`src/inc/tcp_pkg.sv`:
```
// Shared constants, types and mode decode for the four-channel capture/compare block.
// Assumes one clock domain; the counter advances once per clock while enabled.
package tcp_pkg;
	localparam int NUM_CH = 4;
	localparam int NUM_PAIR = 2;
	localparam int VAL_W = 16;
	localparam logic [VAL_W-1:0] CNT_RST = 16'h0000;
	localparam logic [VAL_W-1:0] VAL_RST = 16'h0000;
	localparam logic PIN_RST = 1'b0;
	localparam logic SEL_EVEN = 1'b0;
	localparam logic SEL_ODD = 1'b1;
	// Edge select field, input capture meaning
	localparam logic [1:0] EDGE_NONE = 2'h0;
	localparam logic [1:0] EDGE_RISE = 2'h1;
	localparam logic [1:0] EDGE_FALL = 2'h2;
	localparam logic [1:0] EDGE_BOTH = 2'h3;
	// Edge select field, output compare meaning
	localparam logic [1:0] ACT_NONE = 2'h0;
	localparam logic [1:0] ACT_TOGGLE = 2'h1;
	localparam logic [1:0] ACT_CLEAR = 2'h2;
	localparam logic [1:0] ACT_SET = 2'h3;

	typedef struct packed {
		logic link;
		logic mode_low;
		logic [1:0] edge_sel;
		logic tov;
		logic int_en;
	} tcp_chan_cfg_t;

	typedef enum logic [4:0] {
		MODE_CAPTURE = 5'h01,
		MODE_COMPARE = 5'h02,
		MODE_BUFFERED = 5'h04,
		MODE_SLAVE = 5'h08,
		MODE_IDLE = 5'h10
	} tcp_mode_t;

	// Link bit of an even channel overrides its own mode bit and silences the odd partner
	function automatic tcp_mode_t tcp_chan_mode(input int ch, input tcp_chan_cfg_t [NUM_CH-1:0] cfg);
		tcp_mode_t m;
		m = MODE_IDLE;
		if (ch % 2 == 0 && cfg[ch].link)
			m = MODE_BUFFERED;
		else if (ch % 2 == 1 && cfg[ch-1].link)
			m = MODE_SLAVE;
		else if (cfg[ch].mode_low)
			m = MODE_COMPARE;
		else
			m = MODE_CAPTURE;
		return m;
	endfunction : tcp_chan_mode
endpackage : tcp_pkg

```
`src/hdl/tcp_timer_channels.sv`:
```
// Four-channel 16-bit timer: counter, capture, compare, PWM and buffered pairs 0/1 and 2/3.
// Assumes control bits arrive as plain ports from a CPU-side register block.
//
// Overview of operation
// RL1: Active edge on capture channel copies counter into that channel's value register.
// RL2: Software picks rising, falling or both edges for each capture channel.
// RL3: A capture sets the channel flag, which can raise an interrupt.
// RL4: Counter equal to compare value sets, clears or toggles the pin as configured.
// RL5: A compare match sets the channel flag, which can raise an interrupt.
// RL6: Unbuffered value writes replace the compare value at once.
// RL7: Compare uses the value present at each count; late writes may miss.
// RL8: Software writes smaller unbuffered values from the channel compare interrupt.
// RL9: Software writes larger unbuffered values from the overflow interrupt.
// RL10: Compare interrupt comes at compare, overflow interrupt at period end.
// RL11: Pair 0/1 link bit makes one buffered channel on pin 0, channel 0 first.
// RL12: After a channel 1 write, it controls from next overflow; last written wins.
// RL13: While linked, channel 0 config rules, channel 1 unused, pin 1 released.
// RL14: Pair 2/3 link works the same on pin 2, channel 2 first.
// RL15: While linked, channel 2 config rules, channel 3 unused, pin 3 released.
// RL16: Software avoids writing the active register of a buffered pair.
// RL17: Toggle-on-overflow flips the pin at modulo match; period is overflow spacing. The code flips it one clock after rollover, as the count leaves zero.
// RL18: For PWM software picks clear or set on compare opposite the pulse level.
// RL19: Modulo 255 with no prescale gives a 256-clock period.
// RL20: Eight-bit period with value 128 gives a 50% duty.
// RL21: Software does not pick toggle-on-compare for PWM.
// RL22: Overflow flag sets when counter rolls to zero after modulo match.
// RL23: Link bit takes priority over the channel's other mode bit.
// RL24: With toggle-on-overflow clear, overflows cannot change the pin.
// RL25: Counter, modulo and values are 16 bits, compared in full.
`timescale 1ns/1ps
module tcp_timer_channels
	import tcp_pkg::*;
#(
	parameter int CNT_W = VAL_W
)
(
	input wire logic SYS_CLK,
	input wire logic RST,
	input wire logic CNT_RUN,
	input wire logic [CNT_W-1:0] MODULO,
	input tcp_chan_cfg_t [NUM_CH-1:0] CHAN_CFG,
	input wire logic OVF_IE,
	input wire logic OVF_CLR,
	input wire logic [NUM_CH-1:0] FLAG_CLR,
	input wire logic [NUM_CH-1:0] WR_EN,
	input wire logic [CNT_W-1:0] WR_DATA,
	input wire logic [NUM_CH-1:0] PIN_IN,
	output logic [NUM_CH-1:0] PIN_OUT,
	output logic [NUM_CH-1:0] PIN_OE_N,
	output logic [CNT_W-1:0] COUNT,
	output logic [NUM_CH-1:0][CNT_W-1:0] VALUE,
	output logic [NUM_CH-1:0] CHAN_FLAG,
	output logic [NUM_CH-1:0] CHAN_IRQ,
	output logic OVF_FLAG,
	output logic OVF_IRQ,
	output logic [NUM_PAIR-1:0] ACTIVE_SEL
);
	// RL25 full-width values
	initial
	begin
		if (CNT_W != VAL_W)
			$error("CNT_W must equal the 16-bit value width");
	end

	tcp_mode_t mode [NUM_CH];
	logic ovf;
	logic ovf_d;
	logic [NUM_CH-1:0] capture;
	logic [NUM_CH-1:0] match;
	logic [NUM_CH-1:0] pin_drv;
	logic [NUM_CH-1:0][CNT_W-1:0] cmp_val;
	logic [NUM_PAIR-1:0] last_wr;
	logic [NUM_PAIR-1:0] link_q;
	logic [NUM_CH-1:0] next_flag;

	// RL22 rollover to zero after modulo match
	assign ovf = CNT_RUN && (COUNT == MODULO);

	// RL19 period is modulo plus one clocks
	always_ff @(posedge SYS_CLK)
	begin
		if (RST)
			COUNT <= CNT_RST;
		else if (ovf)
			COUNT <= CNT_RST;
		else if (CNT_RUN)
			COUNT <= COUNT + 1'b1;
	end

	// RL17 RL20 toggle one clock after the rollover edge
	// A toggle one clock after the modulo match keeps value 128 at exactly half a period
	always_ff @(posedge SYS_CLK)
	begin
		if (RST)
			ovf_d <= 1'b0;
		else
			ovf_d <= ovf;
	end

	// RL22 overflow flag, set beats clear
	always_ff @(posedge SYS_CLK)
	begin
		if (RST)
			OVF_FLAG <= 1'b0;
		else
			OVF_FLAG <= ovf | (OVF_FLAG & ~OVF_CLR);
	end

	// RL10 overflow request at period end
	always_ff @(posedge SYS_CLK)
	begin
		if (RST)
			OVF_IRQ <= 1'b0;
		else
			OVF_IRQ <= (ovf | (OVF_FLAG & ~OVF_CLR)) & OVF_IE;
	end

	// Buffered pairs: which register of each pair drives the compare
	for (genvar p = 0; p < NUM_PAIR; p++)
	begin : g_pair
		always_ff @(posedge SYS_CLK)
		begin
			if (RST)
				link_q[p] <= 1'b0;
			else
				link_q[p] <= CHAN_CFG[2*p].link;
		end

		// RL12 last written register noted
		always_ff @(posedge SYS_CLK)
		begin
			if (RST || (CHAN_CFG[2*p].link && !link_q[p]))
				last_wr[p] <= SEL_EVEN;
			else if (WR_EN[2*p+1])
				last_wr[p] <= SEL_ODD;
			else if (WR_EN[2*p])
				last_wr[p] <= SEL_EVEN;
		end

		// RL11 RL14 even register controls first; RL12 switch only at overflow
		always_ff @(posedge SYS_CLK)
		begin
			if (RST || (CHAN_CFG[2*p].link && !link_q[p]))
				ACTIVE_SEL[p] <= SEL_EVEN;
			else if (ovf)
				ACTIVE_SEL[p] <= last_wr[p];
		end
	end

	for (genvar i = 0; i < NUM_CH; i++)
	begin : g_chan
		// RL23 link priority
		assign mode[i] = tcp_chan_mode(i, CHAN_CFG);

		if (i % 2 == 0)
		begin : g_even
			assign cmp_val[i] = (mode[i] == MODE_BUFFERED && ACTIVE_SEL[i/2] == SEL_ODD) ?
				VALUE[i+1] : VALUE[i];
		end
		else
		begin : g_odd
			assign cmp_val[i] = VALUE[i];
		end

		// RL7 RL20 RL25 compare against the value present now, all 16 bits
		assign match[i] = CNT_RUN && (mode[i] == MODE_COMPARE || mode[i] == MODE_BUFFERED) &&
			(COUNT == cmp_val[i]);

		tcp_chan_pin u_pin (
			.clk(SYS_CLK),
			.rst(RST),
			.pin_in(PIN_IN[i]),
			.mode(mode[i]),
			.edge_sel(CHAN_CFG[i].edge_sel),
			.tov(CHAN_CFG[i].tov),
			.match(match[i]),
			.ovf(ovf_d),
			.capture(capture[i]),
			.pin_drv(pin_drv[i])
		);

		// RL1 capture wins over a same-cycle write; RL6 unbuffered write takes effect at once
		always_ff @(posedge SYS_CLK)
		begin
			if (RST)
				VALUE[i] <= VAL_RST;
			else if (capture[i])
				VALUE[i] <= COUNT;
			else if (WR_EN[i])
				VALUE[i] <= WR_DATA;
		end

		// RL3 RL5 flag on capture or compare; RL13 RL15 unused odd channel never sets a new flag but keeps one already set
		assign next_flag[i] = capture[i] | match[i] | (CHAN_FLAG[i] & ~FLAG_CLR[i]);

		always_ff @(posedge SYS_CLK)
		begin
			if (RST)
				CHAN_FLAG[i] <= 1'b0;
			else
				CHAN_FLAG[i] <= next_flag[i];
		end

		// RL10 channel request at the compare
		always_ff @(posedge SYS_CLK)
		begin
			if (RST)
				CHAN_IRQ[i] <= 1'b0;
			else
				CHAN_IRQ[i] <= next_flag[i] & CHAN_CFG[i].int_en;
		end

		// RL4 drive pin from channel level
		always_ff @(posedge SYS_CLK)
		begin
			if (RST)
				PIN_OUT[i] <= PIN_RST;
			else
				PIN_OUT[i] <= pin_drv[i];
		end

		// RL13 RL15 odd pin of a linked pair released for general use
		always_ff @(posedge SYS_CLK)
		begin
			if (RST)
				PIN_OE_N[i] <= 1'b1;
			else
				PIN_OE_N[i] <= !((mode[i] == MODE_COMPARE || mode[i] == MODE_BUFFERED) &&
					CHAN_CFG[i].edge_sel != ACT_NONE);
		end

		AST_CAPTURE_VALUE: assert property ( // RL1
			@(posedge SYS_CLK) disable iff (RST)
			capture[i] |=> VALUE[i] == $past(COUNT))
			else $error("captured value differs from counter");

		AST_EDGE_POLARITY: assert property ( // RL2
			@(posedge SYS_CLK) disable iff (RST)
			(mode[i] == MODE_CAPTURE && CHAN_CFG[i].edge_sel == EDGE_RISE && !PIN_IN[i]) |-> !capture[i])
			else $error("capture on unselected edge");

		AST_FLAG_IRQ: assert property ( // RL3
			@(posedge SYS_CLK) disable iff (RST)
			(capture[i] && CHAN_CFG[i].int_en) |=> CHAN_FLAG[i] && CHAN_IRQ[i])
			else $error("capture did not raise flag and request");

		AST_COMPARE_SET: assert property ( // RL4
			@(posedge SYS_CLK) disable iff (RST)
			(match[i] && CHAN_CFG[i].edge_sel == ACT_SET) |=> ##1 PIN_OUT[i])
			else $error("set on compare did not drive pin high");

		AST_COMPARE_FLAG: assert property ( // RL5
			@(posedge SYS_CLK) disable iff (RST)
			match[i] |=> CHAN_FLAG[i])
			else $error("compare match left flag clear");

		AST_WRITE_NOW: assert property ( // RL6
			@(posedge SYS_CLK) disable iff (RST)
			(WR_EN[i] && !capture[i]) |=> VALUE[i] == $past(WR_DATA))
			else $error("value write not taken at once");

		AST_TOV_OFF_LOW: assert property ( // RL24
			@(posedge SYS_CLK) disable iff (RST)
			(mode[i] == MODE_COMPARE && !CHAN_CFG[i].tov && CHAN_CFG[i].edge_sel == ACT_CLEAR && !pin_drv[i])
			|=> !pin_drv[i])
			else $error("pin rose with overflow toggles inhibited");
	end

	AST_ROLLOVER: assert property ( // RL19
		@(posedge SYS_CLK) disable iff (RST)
		ovf |=> COUNT == CNT_RST && OVF_FLAG)
		else $error("counter did not roll to zero with flag");

	AST_OVF_IRQ: assert property ( // RL22
		@(posedge SYS_CLK) disable iff (RST)
		(ovf && OVF_IE) |=> OVF_IRQ)
		else $error("overflow request missing");

	AST_ODD_RELEASED: assert property ( // RL13
		@(posedge SYS_CLK) disable iff (RST)
		$past(CHAN_CFG[0].link) |-> PIN_OE_N[1] && !CHAN_FLAG[1] || $past(CHAN_FLAG[1]))
		else $error("linked odd pin still driven");

	AST_BUF_SWITCH: assert property ( // RL12
		@(posedge SYS_CLK) disable iff (RST)
		(CHAN_CFG[0].link && link_q[0] && last_wr[0] == SEL_ODD && ovf) |=> ACTIVE_SEL[0] == SEL_ODD)
		else $error("buffered pair did not switch at overflow");

	AST_BUF_HOLD: assert property ( // RL11
		@(posedge SYS_CLK) disable iff (RST)
		(CHAN_CFG[0].link && link_q[0] && !ovf) |=> $stable(ACTIVE_SEL[0]))
		else $error("buffered pair switched away from overflow");

	AST_PAIR23_FIRST: assert property ( // RL14
		@(posedge SYS_CLK) disable iff (RST)
		(CHAN_CFG[2].link && !link_q[1]) |=> ACTIVE_SEL[1] == SEL_EVEN)
		else $error("pair 2/3 did not start on channel 2");

	AST_ODD3_QUIET: assert property ( // RL15
		@(posedge SYS_CLK) disable iff (RST)
		CHAN_CFG[2].link |-> !match[3] && !capture[3])
		else $error("unused channel 3 still active");
endmodule : tcp_timer_channels

```
`src/hdl/tcp_chan_pin.sv`:
```
// One channel pin: capture edge detection and the compare-driven output level.
// Assumes the pin input is already synchronous to the clock.
`timescale 1ns/1ps
module tcp_chan_pin
	import tcp_pkg::*;
(
	input wire logic clk,
	input wire logic rst,
	input wire logic pin_in,
	input tcp_mode_t mode,
	input wire logic [1:0] edge_sel,
	input wire logic tov,
	input wire logic match,
	input wire logic ovf,
	output logic capture,
	output logic pin_drv
);
	logic pin_prev;
	logic armed;
	logic rise;
	logic fall;
	logic next_pin;

	// Armed flag keeps a high pin at reset release from reading as an edge
	always_ff @(posedge clk)
	begin
		if (rst)
			armed <= 1'b0;
		else
			armed <= 1'b1;
	end

	always_ff @(posedge clk)
	begin
		pin_prev <= pin_in;
	end

	assign rise = armed & pin_in & ~pin_prev;
	assign fall = armed & ~pin_in & pin_prev;
	// RL2 polarity select
	assign capture = (mode == MODE_CAPTURE) & ((edge_sel[0] & rise) | (edge_sel[1] & fall));

	always_comb
	begin
		next_pin = pin_drv;
		// RL17 toggle on overflow
		if (ovf && tov)
			next_pin = ~next_pin;
		// RL4 compare action; compare lands after the toggle so a clear at zero width holds low
		if (match)
		begin
			unique case (edge_sel)
				ACT_TOGGLE: next_pin = ~next_pin;
				ACT_CLEAR: next_pin = 1'b0;
				ACT_SET: next_pin = 1'b1;
				default: next_pin = next_pin;
			endcase
		end
	end

	always_ff @(posedge clk)
	begin
		if (rst)
			pin_drv <= PIN_RST;
		else if (mode == MODE_COMPARE || mode == MODE_BUFFERED)
			pin_drv <= next_pin;
	end
endmodule : tcp_chan_pin

```
`config.mk`:
```
export PLATFORM = sky130hd
export DESIGN_NAME = tcp_timer_channels
export DESIGN_NICKNAME = d
export VERILOG_FILES = /design/src/inc/tcp_pkg.sv /design/src/hdl/tcp_timer_channels.sv /design/src/hdl/tcp_chan_pin.sv
export SDC_FILE = /design/constraint.sdc
export NUM_CORES = 1
export LEC_CHECK = 0
export BUFFER_PORTS_ARGS = -buffer_cell sky130_fd_sc_hd__buf_4
export CELL_PAD_IN_SITES_DETAIL_PLACEMENT = 1
export CELL_PAD_IN_SITES_GLOBAL_PLACEMENT = 2
export CORE_AREA = 4 4 141 143
export CTS_CLUSTER_SIZE = 20
export DETAILED_ROUTE_END_ITERATION = 12
export DIE_AREA = 0 0 145 147
export GPL_TIMING_DRIVEN = 0
export PLACE_DENSITY_LB_ADDON = 0.08
export SETUP_SLACK_MARGIN = 0.05
export SYNTH_ARGS = -nofsm -noshare
export SYNTH_HDL_FRONTEND = slang
export SYNTH_SLANG_ARGS = --single-unit
```
`constraint.sdc`:
```
create_clock -name SYS_CLK -period 5.85 [get_ports SYS_CLK]
set_clock_uncertainty 0.1 [all_clocks]
set_input_delay 0.2925 -clock SYS_CLK [delete_from_list [all_inputs] [get_ports SYS_CLK]]
set_output_delay 0.2925 -clock SYS_CLK [all_outputs]
set_load 0.02 [all_outputs]
```
Word level (Yosys, flattened, before mapping)
Index checks and enable logic that the tools add are counted. W data, S select, Z words.

Register bits: 114. Bits of input ports: 73. Output and inout port bits: 100.

$add $sub $neg: 1. Eq/ne operators: 29. Bitwise logic cells: 72. Reductions and logical operators: 44. Mux-type cells: 35.

Operators with widths (number): $mux W16 (10); $eq A16 B16 Y1 (5); $and A1 B1 Y1 (38); $logic_and A1 B1 Y1 (21); $not A1 Y1 (21); $reduce_bool A2 Y1 (10); $add A16 B1 Y16 const B (1); $eq A2 B2 Y1 const B (8); $mux W1 (13); $or A1 B1 Y1 (13); $pmux W1 S3 (4); $eq A2 B1 Y1 const B (4); $eq A4 B1 Y1 const B (2); $eq A4 B2 Y1 const B (2); $eq A4 B3 Y1 const B (2); $mux W2 (4); $mux W4 (2); $eq A3 B1 Y1 const B (2); $eq A3 B2 Y1 const B (2); $eq A3 B3 Y1 const B (2); $logic_not A1 Y1 (6); $logic_or A1 B1 Y1 (6); $mux W3 (2); $reduce_or A2 Y1 (1).

Longest topological paths before layout
Word-level depth: 10. Gate-level depth with buffers: 8. Depth with buffers taken out: 6.

Modules after synthesis
From an unflattened synthesis, not the netlist that was laid out.

Cell total of the unflattened synthesis: 741. Area, all modules: 6391.1 sq um.

Modules (own cells, without submodules): tcp_timer_channels (cells each 653, area an instance 5605.4 sq um, seq. area each 2102.0 sq um, times used 1); tcp_chan_pin (cells each 22, area an instance 196.4 sq um, seq. area each 60.1 sq um, times used 4).

Worst setup path after synthesis
No wires, ideal clock.

Path type: register to register. From: register COUNT[14]. To: register g_chan[0].u_pin.pin_drv. Path buffers: 1. Clock period less this slack: 2.152 ns. Path slack: 3.698 ns. Data required time: 5.629 ns. Arrival time: 1.930 ns. Cell stages (with the launch flop): 8. Cell sequence: dfxtp_1 buf_6 xnor2_2 nand3_2 nor4_4 a31oi_1 or3_4 mux2_4.

Cells in the longest elaborated chain, start to end: 3.

Ends and longest elaborated chain: start: declaration (line tcp_timer_channels.sv:50) `output logic [CNT_W-1:0] COUNT,`; start signal: assignment (line tcp_timer_channels.sv:87) `COUNT <= COUNT + 1'b1;`; $eq A16 B16 Y1 (line tcp_timer_channels.sv:167) `(COUNT == cmp_val[i]);`; $logic_and A1 B1 Y1 (line tcp_timer_channels.sv:166) `assign match[i] = CNT_RUN && (mode[i] == MODE_COMPARE || mode[i] == MODE_BUFFERED) &&`; $mux W1 (line tcp_chan_pin.sv:50) `if (match)`; end signal: assignment (line tcp_chan_pin.sv:66) `pin_drv <= next_pin;`; end: declaration (line tcp_chan_pin.sv:16) `output logic pin_drv`.

Every way passes these cells. A chain may end at the register's enable or synchronous reset.

Final worst setup path
From: register COUNT[2]. To: register COUNT[15].

Cells in the longest elaborated chain, start to end: 3.

Ends and longest elaborated chain: branches (longest 3 deep; another with $add A16 B1 Y16).

Parallel ways; which one is timed is not known.

==> impl_metrics.tcl <==
set metrics [dict create \
    status "completed" \
    fill_cells 2195 \
    htreeDepth 4 \
    clk_pin_slew_worst_paths_ps 50 \
    finalSetupTns_ps 0 \
    ioPinCount 173 \
    critPathKind "reg2reg" \
    cts.sinks 114 \
    grt_pass1_wl_um 38400 \
    worst_pin_slew_ps 840 \
    multi_input_area_um2 3500 \
    die-area_um2 21300 \
    gr-total-overflow 0 \
    slew_viol_final 0 \
    cts_made_buffers 17 \
    async_reset_ff_frac 0 \
    wl_per_cell_um 22.0 \
    antenna_found_initial 0 \
    clk_latency_ps 430 \
    hp-class "in2reg" \
    ant_nets 0 \
    num_vias 5953 \
    via_per_inst 5.20 \
    seq_area_frac_synth 0.374 \
    arrival_ps 2900 \
    fp.dieH_um 147 \
    antenna_cells 0 \
    synth_flop_cell "dfxtp_1" \
    syn_inst 707 \
    cts_tree "done" \
    dp_hpwl_um 19600 \
    gp_congestion 0.883 \
    core_um2 18600 \
    rows 50 \
    powerDensity_nw_per_um2 281 \
    regArea_um2 2280 \
    timing.final.crit_share 0.458 \
    synth_area_um2 6100 \
    gr-usage-all-layers 0.235 \
    drv_cap 0 \
    portBuffers 165 \
    ys_ff_latch 114 \
    synth_warnings 0 \
    cts_max_path_buffers 2 \
    finalHoldViolCount 0 \
    dr.pass1.iters 4 \
    p_leak_uw 0.00372 \
    first_iter_violations 282 \
    start_util 0.328 \
    drc 0 \
    final_net_count 972 \
    grt_max_degree 17 \
    yosys.cell_types.count 57 \
    critPathLaunchType "register" \
    fp.dieW_um 145 \
    max_freq_ghz 0.373 \
    end_kind "register" \
    totalPowerFinal_uw 2340 \
    drt-total-wl_um 25100 \
    synth_nets 781 \
    placed_area_um2 7630 \
    cp_max_fo 10 \
    whs_ps 25.8 \
    area_delta_synth_final_pct 36.5 \
    setup_viol 0 \
    cts_root_buffer "clkbuf_16" \
    synth.avg_cell_area_um2 8.63 \
    period_minus_slack_ps 2680 \
    fin_area_um2 8320 \
    synth_edf_count 0 \
    drive_above_1_share 0.259 \
    grt_pass1_vias 6355 \
    rsz0062_at_grt "no" \
    worstPathRequired_ps 6060 \
    slew_headroom 0.440 \
    vdd_drop_max_mv 0.202 \
]
## logic make-up (layout without fill, tap and decap cells)
group / Yosys count / count (layout) / share of synthesized area
buf+inv: 68 / 272 / 0.0519
fa+ha+maj: 1 / 1 / 0.00205
compound gates: 117 / 117 / 0.127
simple gates: 247 / 247 / 0.198
flops: 114 / 114 / 0.374
mux: 73 / 73 / 0.121
xor+xnor: 87 / 87 / 0.126
## Yosys cell counts (all sizes together) (4+ instances only)
cell	n	area, um^2
a21oi	42	221
nand3	9	50.1
nor3	11	55.1
nand3b	5	37.5
nand2b	8	50.1
nand4	17	106
nor2	124	465
or3	4	30.0
nor4	5	52.6
nor2b	15	93.8
and2	6	37.5
o2111ai	5	43.8
xnor2	57	507
buf	26	158
and3	5	31.3
o21ai	15	75.1
a211oi	36	270
mux2i	71	711
xor2	30	263
clkbuf	29	110
inv	13	48.8
dfxtp	114	2280
nand2	29	119
## power by group
group	total, uW	switching [uW]	internal (uW)
sequential	858	43.3	814
combinational	357	198	159
clock	1120	390	734
## critical path, stage by stage (launching register included)
cell and delay (ps):
dfxtp_1 330, clkbuf_1 370, clkbuf_1 530, nand4_1 340, nor3_1 350, nand4_1 260
xor2_1 220, nor2_1 50
## what timing repair did
action,in CTS,in global routing
hold endpoints to repair,7,0
hold buffers,7,0
resized for setup,0,0
buffers inserted,0,0
## final cells by class
type,count,area share
Multi-Input combinational cell,525,0.421
Sequential cell,114,0.274
Timing Repair Buffer,172,0.157
Clock buffer,23,0.0562
Tap cell,234,0.0352
Buffer,55,0.0322
Clock inverter,9,0.0185
Inverter,13,0.00586
## cell usage in the layout, fill, tap and decap left out, drive strengths merged, types with 3 or more instances in the layout
cell type    synthesis  layout
clkbuf              29      52
nor2b               15      15
nor3                11      11
and3                 5       5
bufinv               0       4
nor2               124     124
dfxtp              114     114
buf                 26     191
xor2                30      30
nor4                 5       5
mux2i               71      71
o2111ai              5       5
dlygate4sd3          0       7
clkinv               0       3
nand3                9       9
or3                  4       4
xnor2               57      57
nand3b               5       5
o21ai               15      15
and2                 6       6
a21oi               42      42
a211oi              36      36
nand4               17      17
nand2b               8       8
nand2               29      29
inv                 13      13
## state kept, by name (all words and copies together), names as in the netlist, 4 cells and up
signal,count
g_chan.u_pin.pin_drv,4
VALUE,64
CHAN_FLAG,4
COUNT,16
CHAN_IRQ,4
g_chan.u_pin.pin_prev,4
PIN_OE_N,4
PIN_OUT,4
## path summary, 6_finish.rpt
| path | startpoint | endpoint | slack [ps] | cells past startpoint |
|---|---|---|---|---|
| setup / recovery | COUNT[2] | COUNT[15] | 3170 | 7 |
| hold / removal | CHAN_CFG[0] | CHAN_IRQ[0] | 30 | 3 |
| hold reg to reg | g_chan[2].u_pin.pin_drv | PIN_OUT[2] | 390 | 1 |
| setup reg to reg | COUNT[2] | COUNT[15] | 3170 | 7 |
## per-layer routing
metal  share of wire  routed length, um  GRT usage
met5               0                  0          0
met4           0.023                581     0.0784
met3           0.053               1320     0.0601
met2            0.47              11800      0.386
met1            0.45              11400      0.304
## per-stage QoR
| step | utilization | instances | worst slack [ps] |
|---|---|---|---|
| after floorplan | - | 707 | 3700 |
| after global placement | 0.411 | 1106 | 3320 |
| after detailed placement | 0.411 | 1106 | 3210 |
| after CTS | 0.448 | 1145 | 3180 |
| after global routing | 0.448 | 1145 | 3080 |
| final | 0.448 | 1145 | 3170 |
Power figures use the tool's default switching activity.
